$ cat src/rtl/amd_pkg.sv
// Shared types, constants and helpers of the addressing-mode decoder.
// Assumes one core clock; opcode decode outside supplies mode and class.
package amd_pkg;

  // Seventeen operand addressing modes, base form before any prefix
  typedef enum logic [4:0] {
    AMD_M_INH   = 5'h00,
    AMD_M_IMM   = 5'h01,
    AMD_M_DIR_S = 5'h02,
    AMD_M_DIR_L = 5'h03,
    AMD_M_IDX_0 = 5'h04,
    AMD_M_IDX_S = 5'h05,
    AMD_M_IDX_L = 5'h06,
    AMD_M_IND_S = 5'h07,
    AMD_M_IND_L = 5'h08,
    AMD_M_IIX_S = 5'h09,
    AMD_M_IIX_L = 5'h0a,
    AMD_M_REL_D = 5'h0b,
    AMD_M_REL_I = 5'h0c,
    AMD_M_BIT_D = 5'h0d,
    AMD_M_BIT_I = 5'h0e,
    AMD_M_BTR_D = 5'h0f,
    AMD_M_BTR_I = 5'h10
  } amd_mode_t;

  // Prefix byte seen ahead of the opcode
  typedef enum logic [1:0] {
    AMD_P_NONE                         = 2'h0,
    AMD_P_SECOND_INDEX_PREFIX          = 2'h1,
    AMD_P_INDIRECT_PREFIX              = 2'h2,
    AMD_P_INDIRECT_SECOND_INDEX_PREFIX = 2'h3
  } amd_prefix_t;

  // Instruction class as far as addressing legality goes
  typedef enum logic [1:0] {
    AMD_C_ALU  = 2'h0,
    AMD_C_RMW  = 2'h1,
    AMD_C_FLOW = 2'h2
  } amd_class_t;

  typedef enum logic [1:0] {
    AMD_S_IDLE   = 2'h0,
    AMD_S_FETCH  = 2'h1,
    AMD_S_POINT  = 2'h2,
    AMD_S_FINISH = 2'h3
  } amd_state_t;

  localparam logic [7:0] AMD_PAGE_ZERO = 8'h00;
  localparam logic [7:0] AMD_RST_BYTE = 8'h00;
  localparam logic [15:0] AMD_RST_WORD = 16'h0000;
  localparam logic [1:0] AMD_RST_COUNT = 2'h0;
  localparam logic [2:0] AMD_OPCODE_LEN = 3'h1;
  localparam logic [2:0] AMD_PREFIX_LEN = 3'h1;

  // Operand bytes that follow the opcode in program memory
  function automatic logic [1:0] amd_operand_bytes(amd_mode_t m);
    unique case (m)
      AMD_M_INH, AMD_M_IDX_0: amd_operand_bytes = 2'h0;
      AMD_M_DIR_L, AMD_M_IDX_L, AMD_M_BTR_D, AMD_M_BTR_I: amd_operand_bytes = 2'h2;
      default: amd_operand_bytes = 2'h1;
    endcase
  endfunction

  // Bytes read from page zero: pointer or relative displacement
  function automatic logic [1:0] amd_ptr_bytes(amd_mode_t m);
    unique case (m)
      AMD_M_IND_L, AMD_M_IIX_L: amd_ptr_bytes = 2'h2;
      AMD_M_IND_S, AMD_M_IIX_S, AMD_M_REL_I, AMD_M_BIT_I, AMD_M_BTR_I: amd_ptr_bytes = 2'h1;
      default: amd_ptr_bytes = 2'h0;
    endcase
  endfunction

  // Long forms reach the whole 64 Kbyte space
  function automatic logic amd_is_long(amd_mode_t m);
    amd_is_long = (m == AMD_M_DIR_L) || (m == AMD_M_IDX_L) ||
                  (m == AMD_M_IND_L) || (m == AMD_M_IIX_L);
  endfunction

endpackage

$ cat src/rtl/amd_ea_if.sv
// Carrier between the decoder sequencer and its address arithmetic.
// Assumes both ends run on the core clock; the arithmetic is combinational.
`timescale 1ns/1ps
interface amd_ea_if;
  import amd_pkg::*;
  amd_mode_t mode;
  logic [7:0] index;
  logic [7:0] op0;
  logic [7:0] op1;
  logic [15:0] ptr;
  logic [15:0] next_pc;
  logic [15:0] ea;
  logic [15:0] target;

  modport calc (input mode, input index, input op0, input op1, input ptr,
                input next_pc, output ea, output target);
  modport ctl (output mode, output index, output op0, output op1, output ptr,
               output next_pc, input ea, input target);
endinterface

$ cat src/rtl/amd_decoder.sv
// Operand addressing-mode decoder and effective-address sequencer.
// Assumes fetch and data memory answer with one-cycle acks on mclk.
`timescale 1ns/1ps
module amd_decoder
  import amd_pkg::*;
(
  input wire logic mclk,
  input wire logic rst,
  input wire logic ce,
  input wire logic instr_valid,
  input wire amd_mode_t instr_mode,
  input wire amd_class_t instr_class,
  input wire amd_prefix_t instr_prefix,
  input wire logic [15:0] opcode_pc,
  input wire logic [7:0] index_x,
  input wire logic [7:0] index_y,
  output logic fetch_req,
  input wire logic fetch_ack,
  input wire logic [7:0] fetch_byte,
  output logic mem_rd_req,
  output logic [15:0] mem_rd_addr,
  input wire logic mem_rd_ack,
  input wire logic [7:0] mem_rd_byte,
  output logic busy,
  output logic done,
  output logic refused,
  output amd_mode_t eff_mode,
  output logic use_second_index,
  output logic [15:0] ea,
  output logic [15:0] jump_target,
  output logic has_imm,
  output logic [7:0] imm_value,
  output logic [2:0] instr_len
);

  amd_ea_if eu ();
  amd_ea_unit u_ea (.eu(eu));

  ////////////////////////////////////////////////////////////////////////////
  // Sequencer state
  amd_state_t state_r, state_nxt;
  amd_mode_t mode_r, mode_nxt;
  amd_class_t class_r, class_nxt;
  logic [1:0] cnt_r, cnt_nxt;
  logic [1:0] need_r, need_nxt;
  logic [1:0] pneed_r, pneed_nxt;
  logic [7:0] idx_r, idx_nxt;
  logic [15:0] npc_r, npc_nxt;
  logic [2:0] len_r, len_nxt;
  logic [7:0] op0_r, op0_nxt, op1_r, op1_nxt;
  logic [15:0] ptr_r, ptr_nxt;
  logic ref_r, ref_nxt, y_r, y_nxt;
  logic freq_r, freq_nxt, mreq_r, mreq_nxt;
  logic [15:0] maddr_r, maddr_nxt;
  logic take_w;
  amd_mode_t em_w;
  logic ey_w;
  logic [2:0] elen_w;

  assign take_w = instr_valid && (state_r == AMD_S_IDLE) && !busy;

  // Prefix rewrites the base mode and index choice
  always_comb begin
    em_w = instr_mode;
    ey_w = 1'b0;
    unique case (instr_prefix)
      AMD_P_SECOND_INDEX_PREFIX: ey_w = 1'b1;
      AMD_P_INDIRECT_PREFIX, AMD_P_INDIRECT_SECOND_INDEX_PREFIX: begin
        ey_w = (instr_prefix == AMD_P_INDIRECT_SECOND_INDEX_PREFIX);
        unique case (instr_mode)
          AMD_M_DIR_S: em_w = AMD_M_IND_S;
          AMD_M_DIR_L: em_w = AMD_M_IND_L;
          AMD_M_BIT_D: em_w = AMD_M_BIT_I;
          AMD_M_BTR_D: em_w = AMD_M_BTR_I;
          AMD_M_REL_D: em_w = AMD_M_REL_I;
          AMD_M_IDX_S: em_w = AMD_M_IIX_S;
          AMD_M_IDX_L: em_w = AMD_M_IIX_L;
          default: em_w = instr_mode;
        endcase
      end
      default: ey_w = 1'b0;
    endcase
    elen_w = AMD_OPCODE_LEN + {1'b0, amd_operand_bytes(em_w)} +
             ((instr_prefix != AMD_P_NONE) ? AMD_PREFIX_LEN : 3'h0);
  end

  // Next-state logic: fetch operand bytes, then page-zero bytes
  always_comb begin
    state_nxt = state_r;
    mode_nxt = mode_r;
    class_nxt = class_r;
    cnt_nxt = cnt_r;
    need_nxt = need_r;
    pneed_nxt = pneed_r;
    idx_nxt = idx_r;
    npc_nxt = npc_r;
    len_nxt = len_r;
    op0_nxt = op0_r;
    op1_nxt = op1_r;
    ptr_nxt = ptr_r;
    ref_nxt = ref_r;
    y_nxt = y_r;
    freq_nxt = freq_r;
    mreq_nxt = mreq_r;
    maddr_nxt = maddr_r;
    unique case (state_r)
      AMD_S_IDLE: begin
        if (take_w) begin
          mode_nxt = em_w;
          class_nxt = instr_class;
          y_nxt = ey_w;
          idx_nxt = ey_w ? index_y : index_x;
          len_nxt = elen_w;
          npc_nxt = opcode_pc + {13'h0000, elen_w} -
                    ((instr_prefix != AMD_P_NONE) ? 16'h0001 : 16'h0000);
          need_nxt = amd_operand_bytes(em_w);
          pneed_nxt = amd_ptr_bytes(em_w);
          cnt_nxt = AMD_RST_COUNT;
          op0_nxt = AMD_RST_BYTE;
          op1_nxt = AMD_RST_BYTE;
          ptr_nxt = AMD_RST_WORD;
          ref_nxt = ((em_w == AMD_M_IMM) && (instr_class != AMD_C_ALU)) ||
                    ((instr_class == AMD_C_RMW) && amd_is_long(em_w));
          if (ref_nxt || amd_operand_bytes(em_w) == 2'h0) begin
            state_nxt = AMD_S_FINISH;
          end else begin
            state_nxt = AMD_S_FETCH;
            freq_nxt = 1'b1;
          end
        end
      end
      AMD_S_FETCH: begin
        if (fetch_ack) begin
          if (cnt_r == 2'h0) begin
            op0_nxt = fetch_byte;
          end else begin
            op1_nxt = fetch_byte;
          end
          cnt_nxt = cnt_r + 2'h1;
          if (cnt_r + 2'h1 == need_r) begin
            freq_nxt = 1'b0;
            cnt_nxt = AMD_RST_COUNT;
            if (pneed_r != 2'h0) begin
              state_nxt = AMD_S_POINT;
              mreq_nxt = 1'b1;
              maddr_nxt = {AMD_PAGE_ZERO, (cnt_r == 2'h0) ? fetch_byte : op0_r};
            end else begin
              state_nxt = AMD_S_FINISH;
            end
          end
        end
      end
      AMD_S_POINT: begin
        if (mem_rd_ack) begin
          if (pneed_r == 2'h2 && cnt_r == 2'h0) begin
            ptr_nxt[15:8] = mem_rd_byte;
          end else begin
            ptr_nxt[7:0] = mem_rd_byte;
          end
          cnt_nxt = cnt_r + 2'h1;
          maddr_nxt = maddr_r + 16'h0001;
          if (cnt_r + 2'h1 == pneed_r) begin
            mreq_nxt = 1'b0;
            state_nxt = AMD_S_FINISH;
          end
        end
      end
      AMD_S_FINISH: state_nxt = AMD_S_IDLE;
    endcase
  end

  // Sequencer registers
  always_ff @(posedge mclk) begin
    if (rst) begin
      state_r <= AMD_S_IDLE;
      mode_r <= AMD_M_INH;
      class_r <= AMD_C_ALU;
      cnt_r <= AMD_RST_COUNT;
      need_r <= AMD_RST_COUNT;
      pneed_r <= AMD_RST_COUNT;
      idx_r <= AMD_RST_BYTE;
      npc_r <= AMD_RST_WORD;
      len_r <= AMD_OPCODE_LEN;
      op0_r <= AMD_RST_BYTE;
      op1_r <= AMD_RST_BYTE;
      ptr_r <= AMD_RST_WORD;
      ref_r <= 1'b0;
      y_r <= 1'b0;
      freq_r <= 1'b0;
      mreq_r <= 1'b0;
      maddr_r <= AMD_RST_WORD;
    end else if (ce) begin
      state_r <= state_nxt;
      mode_r <= mode_nxt;
      class_r <= class_nxt;
      cnt_r <= cnt_nxt;
      need_r <= need_nxt;
      pneed_r <= pneed_nxt;
      idx_r <= idx_nxt;
      npc_r <= npc_nxt;
      len_r <= len_nxt;
      op0_r <= op0_nxt;
      op1_r <= op1_nxt;
      ptr_r <= ptr_nxt;
      ref_r <= ref_nxt;
      y_r <= y_nxt;
      freq_r <= freq_nxt;
      mreq_r <= mreq_nxt;
      maddr_r <= maddr_nxt;
    end
  end

  // Arithmetic operands
  assign eu.mode = mode_r;
  assign eu.index = idx_r;
  assign eu.op0 = op0_r;
  assign eu.op1 = op1_r;
  assign eu.ptr = ptr_r;
  assign eu.next_pc = npc_r;

  ////////////////////////////////////////////////////////////////////////////
  // Result registers, loaded on the finishing cycle
  logic busy_nxt, done_nxt;

  always_comb begin
    busy_nxt = (state_nxt != AMD_S_IDLE);
    done_nxt = (state_r == AMD_S_FINISH);
  end

  always_ff @(posedge mclk) begin
    if (rst) begin
      busy <= 1'b0;
      done <= 1'b0;
      refused <= 1'b0;
      eff_mode <= AMD_M_INH;
      use_second_index <= 1'b0;
      ea <= AMD_RST_WORD;
      jump_target <= AMD_RST_WORD;
      has_imm <= 1'b0;
      imm_value <= AMD_RST_BYTE;
      instr_len <= AMD_OPCODE_LEN;
    end else if (ce) begin
      busy <= busy_nxt;
      done <= done_nxt;
      if (done_nxt) begin
        refused <= ref_r;
        eff_mode <= mode_r;
        use_second_index <= y_r;
        ea <= ref_r ? AMD_RST_WORD : eu.ea;
        jump_target <= eu.target;
        has_imm <= (mode_r == AMD_M_IMM) && !ref_r;
        imm_value <= op0_r;
        instr_len <= len_r;
      end
    end
  end

  assign fetch_req = freq_r;
  assign mem_rd_req = mreq_r;
  assign mem_rd_addr = maddr_r;

  ////////////////////////////////////////////////////////////////////////////
  // Checks
  a_mode_range: assert property (@(posedge mclk) disable iff (rst)
    done |-> eff_mode <= AMD_M_BTR_I) else $error("mode out of range");
  a_inherent_nofetch: assert property (@(posedge mclk) disable iff (rst)
    fetch_req |-> mode_r != AMD_M_INH && mode_r != AMD_M_IDX_0)
    else $error("fetch for no-operand mode");
  a_imm_value: assert property (@(posedge mclk) disable iff (rst)
    done && has_imm |-> imm_value == op0_r && instr_len >= 3'h2)
    else $error("immediate value wrong");
  a_dir_short: assert property (@(posedge mclk) disable iff (rst)
    done && eff_mode == AMD_M_DIR_S && !refused |-> ea == {8'h00, op0_r})
    else $error("short direct address wrong");
  a_dir_long: assert property (@(posedge mclk) disable iff (rst)
    done && eff_mode == AMD_M_DIR_L && !refused |-> ea == {op0_r, op1_r})
    else $error("long direct address wrong");
  a_idx_short: assert property (@(posedge mclk) disable iff (rst)
    done && eff_mode == AMD_M_IDX_S |-> ea == {8'h00, idx_r} + {8'h00, op0_r})
    else $error("short indexed sum wrong");
  a_idx_long: assert property (@(posedge mclk) disable iff (rst)
    done && eff_mode == AMD_M_IDX_L && !refused |-> ea == {op0_r, op1_r} + {8'h00, idx_r})
    else $error("long indexed sum wrong");
  a_ptr_page: assert property (@(posedge mclk) disable iff (rst)
    $rose(mem_rd_req) |-> mem_rd_addr == {8'h00, op0_r})
    else $error("pointer not in page zero");
  a_rel_target: assert property (@(posedge mclk) disable iff (rst)
    done && eff_mode == AMD_M_REL_D |->
    jump_target == npc_r + {{8{op0_r[7]}}, op0_r}) else $error("relative target wrong");
  a_rmw_long: assert property (@(posedge mclk) disable iff (rst)
    done && class_r == AMD_C_RMW && amd_is_long(eff_mode) |-> refused && !mem_rd_req)
    else $error("long form not refused");
  a_ind_prefix: assert property (@(posedge mclk) disable iff (rst)
    ce && take_w && instr_prefix == AMD_P_INDIRECT_PREFIX && instr_mode == AMD_M_IDX_S
    |=> mode_r == AMD_M_IIX_S && !y_r) else $error("indirect prefix ignored");
  a_done_pulse: assert property (@(posedge mclk) disable iff (rst)
    done && ce |=> !done) else $error("done longer than one cycle");

  c_indirect_long: cover property (@(posedge mclk) disable iff (rst)
    done && eff_mode == AMD_M_IIX_L);
  c_rel_indirect: cover property (@(posedge mclk) disable iff (rst)
    done && eff_mode == AMD_M_REL_I);
  c_refused: cover property (@(posedge mclk) disable iff (rst) done && refused);

endmodule

$ cat src/rtl/amd_ea_unit.sv
// Effective address and relative target arithmetic.
// Assumes operands are stable registers of the sequencer.
`timescale 1ns/1ps
module amd_ea_unit
  import amd_pkg::*;
(
  amd_ea_if.calc eu
);

  logic [15:0] idx_w;
  logic [15:0] op_word_w;
  logic [7:0] disp_w;

  // Zero-extended operands so short sums carry into the high byte
  assign idx_w = {AMD_PAGE_ZERO, eu.index};
  assign op_word_w = {eu.op0, eu.op1};

  // Address by mode
  always_comb begin
    unique case (eu.mode)
      AMD_M_DIR_S, AMD_M_BIT_D, AMD_M_BTR_D: eu.ea = {AMD_PAGE_ZERO, eu.op0};
      AMD_M_DIR_L: eu.ea = op_word_w;
      AMD_M_IDX_0: eu.ea = idx_w;
      AMD_M_IDX_S: eu.ea = idx_w + {AMD_PAGE_ZERO, eu.op0};
      AMD_M_IDX_L: eu.ea = idx_w + op_word_w;
      AMD_M_IND_S, AMD_M_IND_L, AMD_M_BIT_I, AMD_M_BTR_I: eu.ea = eu.ptr;
      AMD_M_IIX_S, AMD_M_IIX_L: eu.ea = idx_w + eu.ptr;
      default: eu.ea = AMD_RST_WORD;
    endcase
  end

  // Signed displacement source, then target past the instruction
  always_comb begin
    unique case (eu.mode)
      AMD_M_REL_I: disp_w = eu.ptr[7:0];
      AMD_M_BTR_D, AMD_M_BTR_I: disp_w = eu.op1;
      default: disp_w = eu.op0;
    endcase
    eu.target = eu.next_pc + {{8{disp_w[7]}}, disp_w};
  end

endmodule

$ cat config.mk
export PLATFORM = sky130hd
export DESIGN_NAME = amd_decoder
export DESIGN_NICKNAME = d
export VERILOG_FILES = /design/src/rtl/amd_pkg.sv /design/src/rtl/amd_ea_if.sv /design/src/rtl/amd_decoder.sv /design/src/rtl/amd_ea_unit.sv
export SDC_FILE = /design/constraint.sdc
export NUM_CORES = 1
export LEC_CHECK = 0
export BUFFER_PORTS_ARGS = -buffer_cell sky130_fd_sc_hd__buf_2
export CAP_MARGIN = 20
export CORE_AREA = 2 2 139 141
export CTS_BUF_LIST = sky130_fd_sc_hd__clkbuf_8
export DETAILED_ROUTE_END_ITERATION = 12
export DIE_AREA = 0 0 141 143
export GPL_TIMING_DRIVEN = 0
export PLACE_DENSITY = 0.84
export SLEW_MARGIN = 25
export SYNTH_ARGS = -nofsm -noshare
export SYNTH_HDL_FRONTEND = slang
export SYNTH_HIERARCHICAL = 1
export SYNTH_SLANG_ARGS = --single-unit
export TNS_END_PERCENT = 5
$ cat constraint.sdc
create_clock -name mclk -period 4.72 [get_ports mclk]
set_clock_uncertainty 0.15 [all_clocks]
set_input_delay 1.18 -clock mclk [delete_from_list [all_inputs] [get_ports mclk]]
set_output_delay 1.18 -clock mclk [all_outputs]
set_load 0.02 [all_outputs]
==> flow_summary.toml <==
[status]
status = "complete, no violations"

[global_routing]
grt_pass1_wl_um = 44900
grt_max_degree = 17
antenna_found_initial = 1
grt-ovfl-total = 0
grt_pass1_vias = 8811
grt_use_total = 0.280

[routing]
wl_met3_um = 2570
wire_per_inst_um = 17.7
drc = 0
top_layer = "met4"
wl_um = 28500
antenna_left = 0
via_per_inst = 5.99
drtIter0Drc = 950
wl_met1_um = 12300
wl_met2_um = 12700
firstDrtPassIters = 5
vias = 9644

[clock_network]
clk_latency_ps = 460
cts_made_buffers = 17
cts_tree = "built"
cts_buffer_depth = 2
ctsHoldBuffers = 0
cts-root-buf = "clkbuf_8"
clk_pin_slew_ps = 70
clkSinkCount = 145
cts.htree.levels = 4

[sta]
tns_ps = 0
worst_slew_pin_slew_ps = 925
whs_ps = 299
fmax_mhz = 218
slew_headroom = 0.383
slew_viol_final = 0
period_needed_ps = 4590
rsz0062_at_grt = "yes"
setup_violations = 0
post-route-period-util = 0.972
final_hold_viol_count = 0

[power_and_ir_drop]
vdd_drop_max_uv = 188
p_per_area_mw_per_mm2 = 274
switching_share = 0.293
seqPwrFrac = 0.432
p_comb_frac = 0.188
finalPower_mw = 3.03
internal_power_mw = 2.14
clkPwrFrac = 0.379
p_leak_nw = 4.67
switchingPower_mw = 0.889

[floorplanning]
core_mm2 = 0.0186
die-area_mm2 = 0.0202
pin_count = 134
die_y_um = 143
die_x_um = 141
rows = 50
start_util = 0.517

[yosys]
yosys_most_used_dff = "dfxtp_1"
syn_avg_cell_area_um2 = 7.92
ys_async_sr_fraction = 0
ys_top_cells_by_area = "dfxtp_1 30%, ha_1 7.7%, a21oi_1 7.1%, nand2_1 7.0%, mux2i_1 3.8%"
ys_seq_elements = 145
synth_cells = 1213
syn_area_mm2 = 0.00961
yosys_warnings = 6
synth_largest_area_cell = "dfxtp_1"
seq_area_frac_synth = 0.302
synth-edff-count = 0
syn-num-nets = 1339
yosysUniqueCellTypes = 86
netlist.area_leader.share = 0.302

[setup_path]
cp.arrival_ps = 4790
required_ps = 4920
path_class = "in2reg"
crit_path_start_kind = "input port"
crit_path_start = "instr_mode[0]"
rr_startpoint = "eu.mode[2]"
end_kind = "flop"
path_max_fanout = 10

[finish]
final_area_mm2 = 0.0111
syn_to_final_growth_pct = 15.2
antenna_cells = 0
final_net_count = 1490
n_fill_cell = 1661
layout-drive-gt1-share = 0.152

[min_path]
worstHoldStart = "ea[12]"
hold_path.class = "reg2reg"

[flow_run]
drv_cap = 0

[placed_design]
dpl_cell_area_mm2 = 0.0106
gp_congestion = 0.969
port_buffers = 130
place_hpwl_um = 21700
[cell families after synthesis]
family / count (synthesis) / synth area share
AOI/OAI and AO/OA: 349 / 0.237
xor gates and xnor gates: 54 / 0.0508
adders and majority gates: 63 / 0.0852
buffers and inverters: 117 / 0.0492
DFF: 145 / 0.302
muxes: 48 / 0.0516
and+or+nand+nor: 437 / 0.224
[flip-flops by register name, indices dropped and copies added (netlist names), 2 cells and up]
signal / cells
cnt_r: 2
ea: 16
eff_mode: 5
eu.index: 8
eu.mode: 5
eu.next_pc: 16
eu.op0: 8
eu.op1: 8
eu.ptr: 16
imm_value: 8
instr_len: 3
jump_target: 16
len_r: 3
mem_rd_addr: 16
need_r: 2
pneed_r: 2
state_r: 2
[power groups by stage]
stage | sequential (mW) | combinational (mW) | clock [mW]
3_5_place_dp | 1.33 | 0.547 | 0
4_1_cts | 1.31 | 0.554 | 1.16
6_report | 1.31 | 0.571 | 1.15
2_1_floorplan | 1.33 | 0.393 | 0
5_1_grt | 1.31 | 0.623 | 1.20
3_3_place_gp | 1.33 | 0.537 | 0
[path summary, 6_finish.rpt]
kind                         end  slack (ps)  cells after the start
setup reg to reg           ea[9]         350                     15
hold reg to reg           ea[12]         300                      2
setup / recovery  eu.next_pc[14]         130                     20
hold / removal            ea[12]         300                      2
[metrics by stage]
| stage | worst slack (ps) | cells | utilization |
|---|---|---|---|
| after CTS | 4.93 | 1607 | 0.594 |
| after floorplan | 64.4 | 1213 | - |
| after global routing | -63.0 | 1609 | 0.596 |
| after global placement | -514 | 1577 | 0.569 |
| after detailed placement | -553 | 1577 | 0.569 |
| final | 130 | 1609 | 0.596 |
[critical path, stage by stage]
cell and delay, ps:
buf_2 120, clkbuf_2 180, nor2_1 150, nand2_1 110, nor2_1 130, a22oi_2 110, o21ai_2 110, ha_1 180
inv_1 40, ha_1 290, inv_1 60, ha_1 280, inv_1 70, fa_2 420, a211oi_2 270, o21ai_1 140
a41o_1 300, a21oi_4 180, a211oi_1 90, or3_1 380
[cell type report]
| type | instances | area, um2 | share of cell area |
|---|---|---|---|
| tap | 234 | 293 | 0.0265 |
| sequential | 145 | 2900 | 0.262 |
| timing repair buffer | 132 | 666 | 0.0602 |
| buffer | 63 | 275 | 0.0249 |
| clock buffer | 20 | 275 | 0.0249 |
| clock inverter | 10 | 184 | 0.0166 |
| inverter | 54 | 203 | 0.0183 |
| multi-input combinational | 951 | 6270 | 0.566 |
[metal layers]
layer	track usage	vias to the layer above
met4	0.102	0
met1	0.367	4468
met5	0	-
li1	-	4662
met2	0.458	456
met3	0.0587	58
[cells in the final DEF (no fill, tap or decap), drive strengths merged, types with 10 or more instances in the layout]
cell type,instances
a21oi,136
inv,54
dfxtp,145
mux2i,36
xnor2,34
a21o,12
nand3b,25
a31oi,11
nand2b,11
o21ai,59
xor2,20
mux2,12
nand3,29
and3,15
nor2,89
nor2b,17
a221o,11
a22oi,18
a211oi,27
ha,59
nor3,14
buf,144
nor4,10
clkbuf,71
and2,12
nand2,181
[synthesized netlist by cell type, drive strengths merged, types with 7 or more instances]
library cell and number:
a211oi 27, a21o 12, a21oi 136, a221o 11, a222oi 8, a22oi 18, a31oi 11, and2 12
and3 15, buf 11, clkbuf 52, dfxtp 145, ha 59, inv 53, mux2 12, mux2i 36
nand2 181, nand2b 11, nand3 29, nand3b 25, nor2 89, nor2b 17, nor3 14, nor4 10
o211ai 9, o21ai 59, o31ai 7, or3 7, xnor2 34, xor2 20
[timing repair]
action	4_1_cts	5_1_grt
pin swaps	0	2
setup endpoints to repair	2	7
setup buffers	0	2
cloned	0	0
resized for setup	1	7
Power figures use the tool's default switching activity.
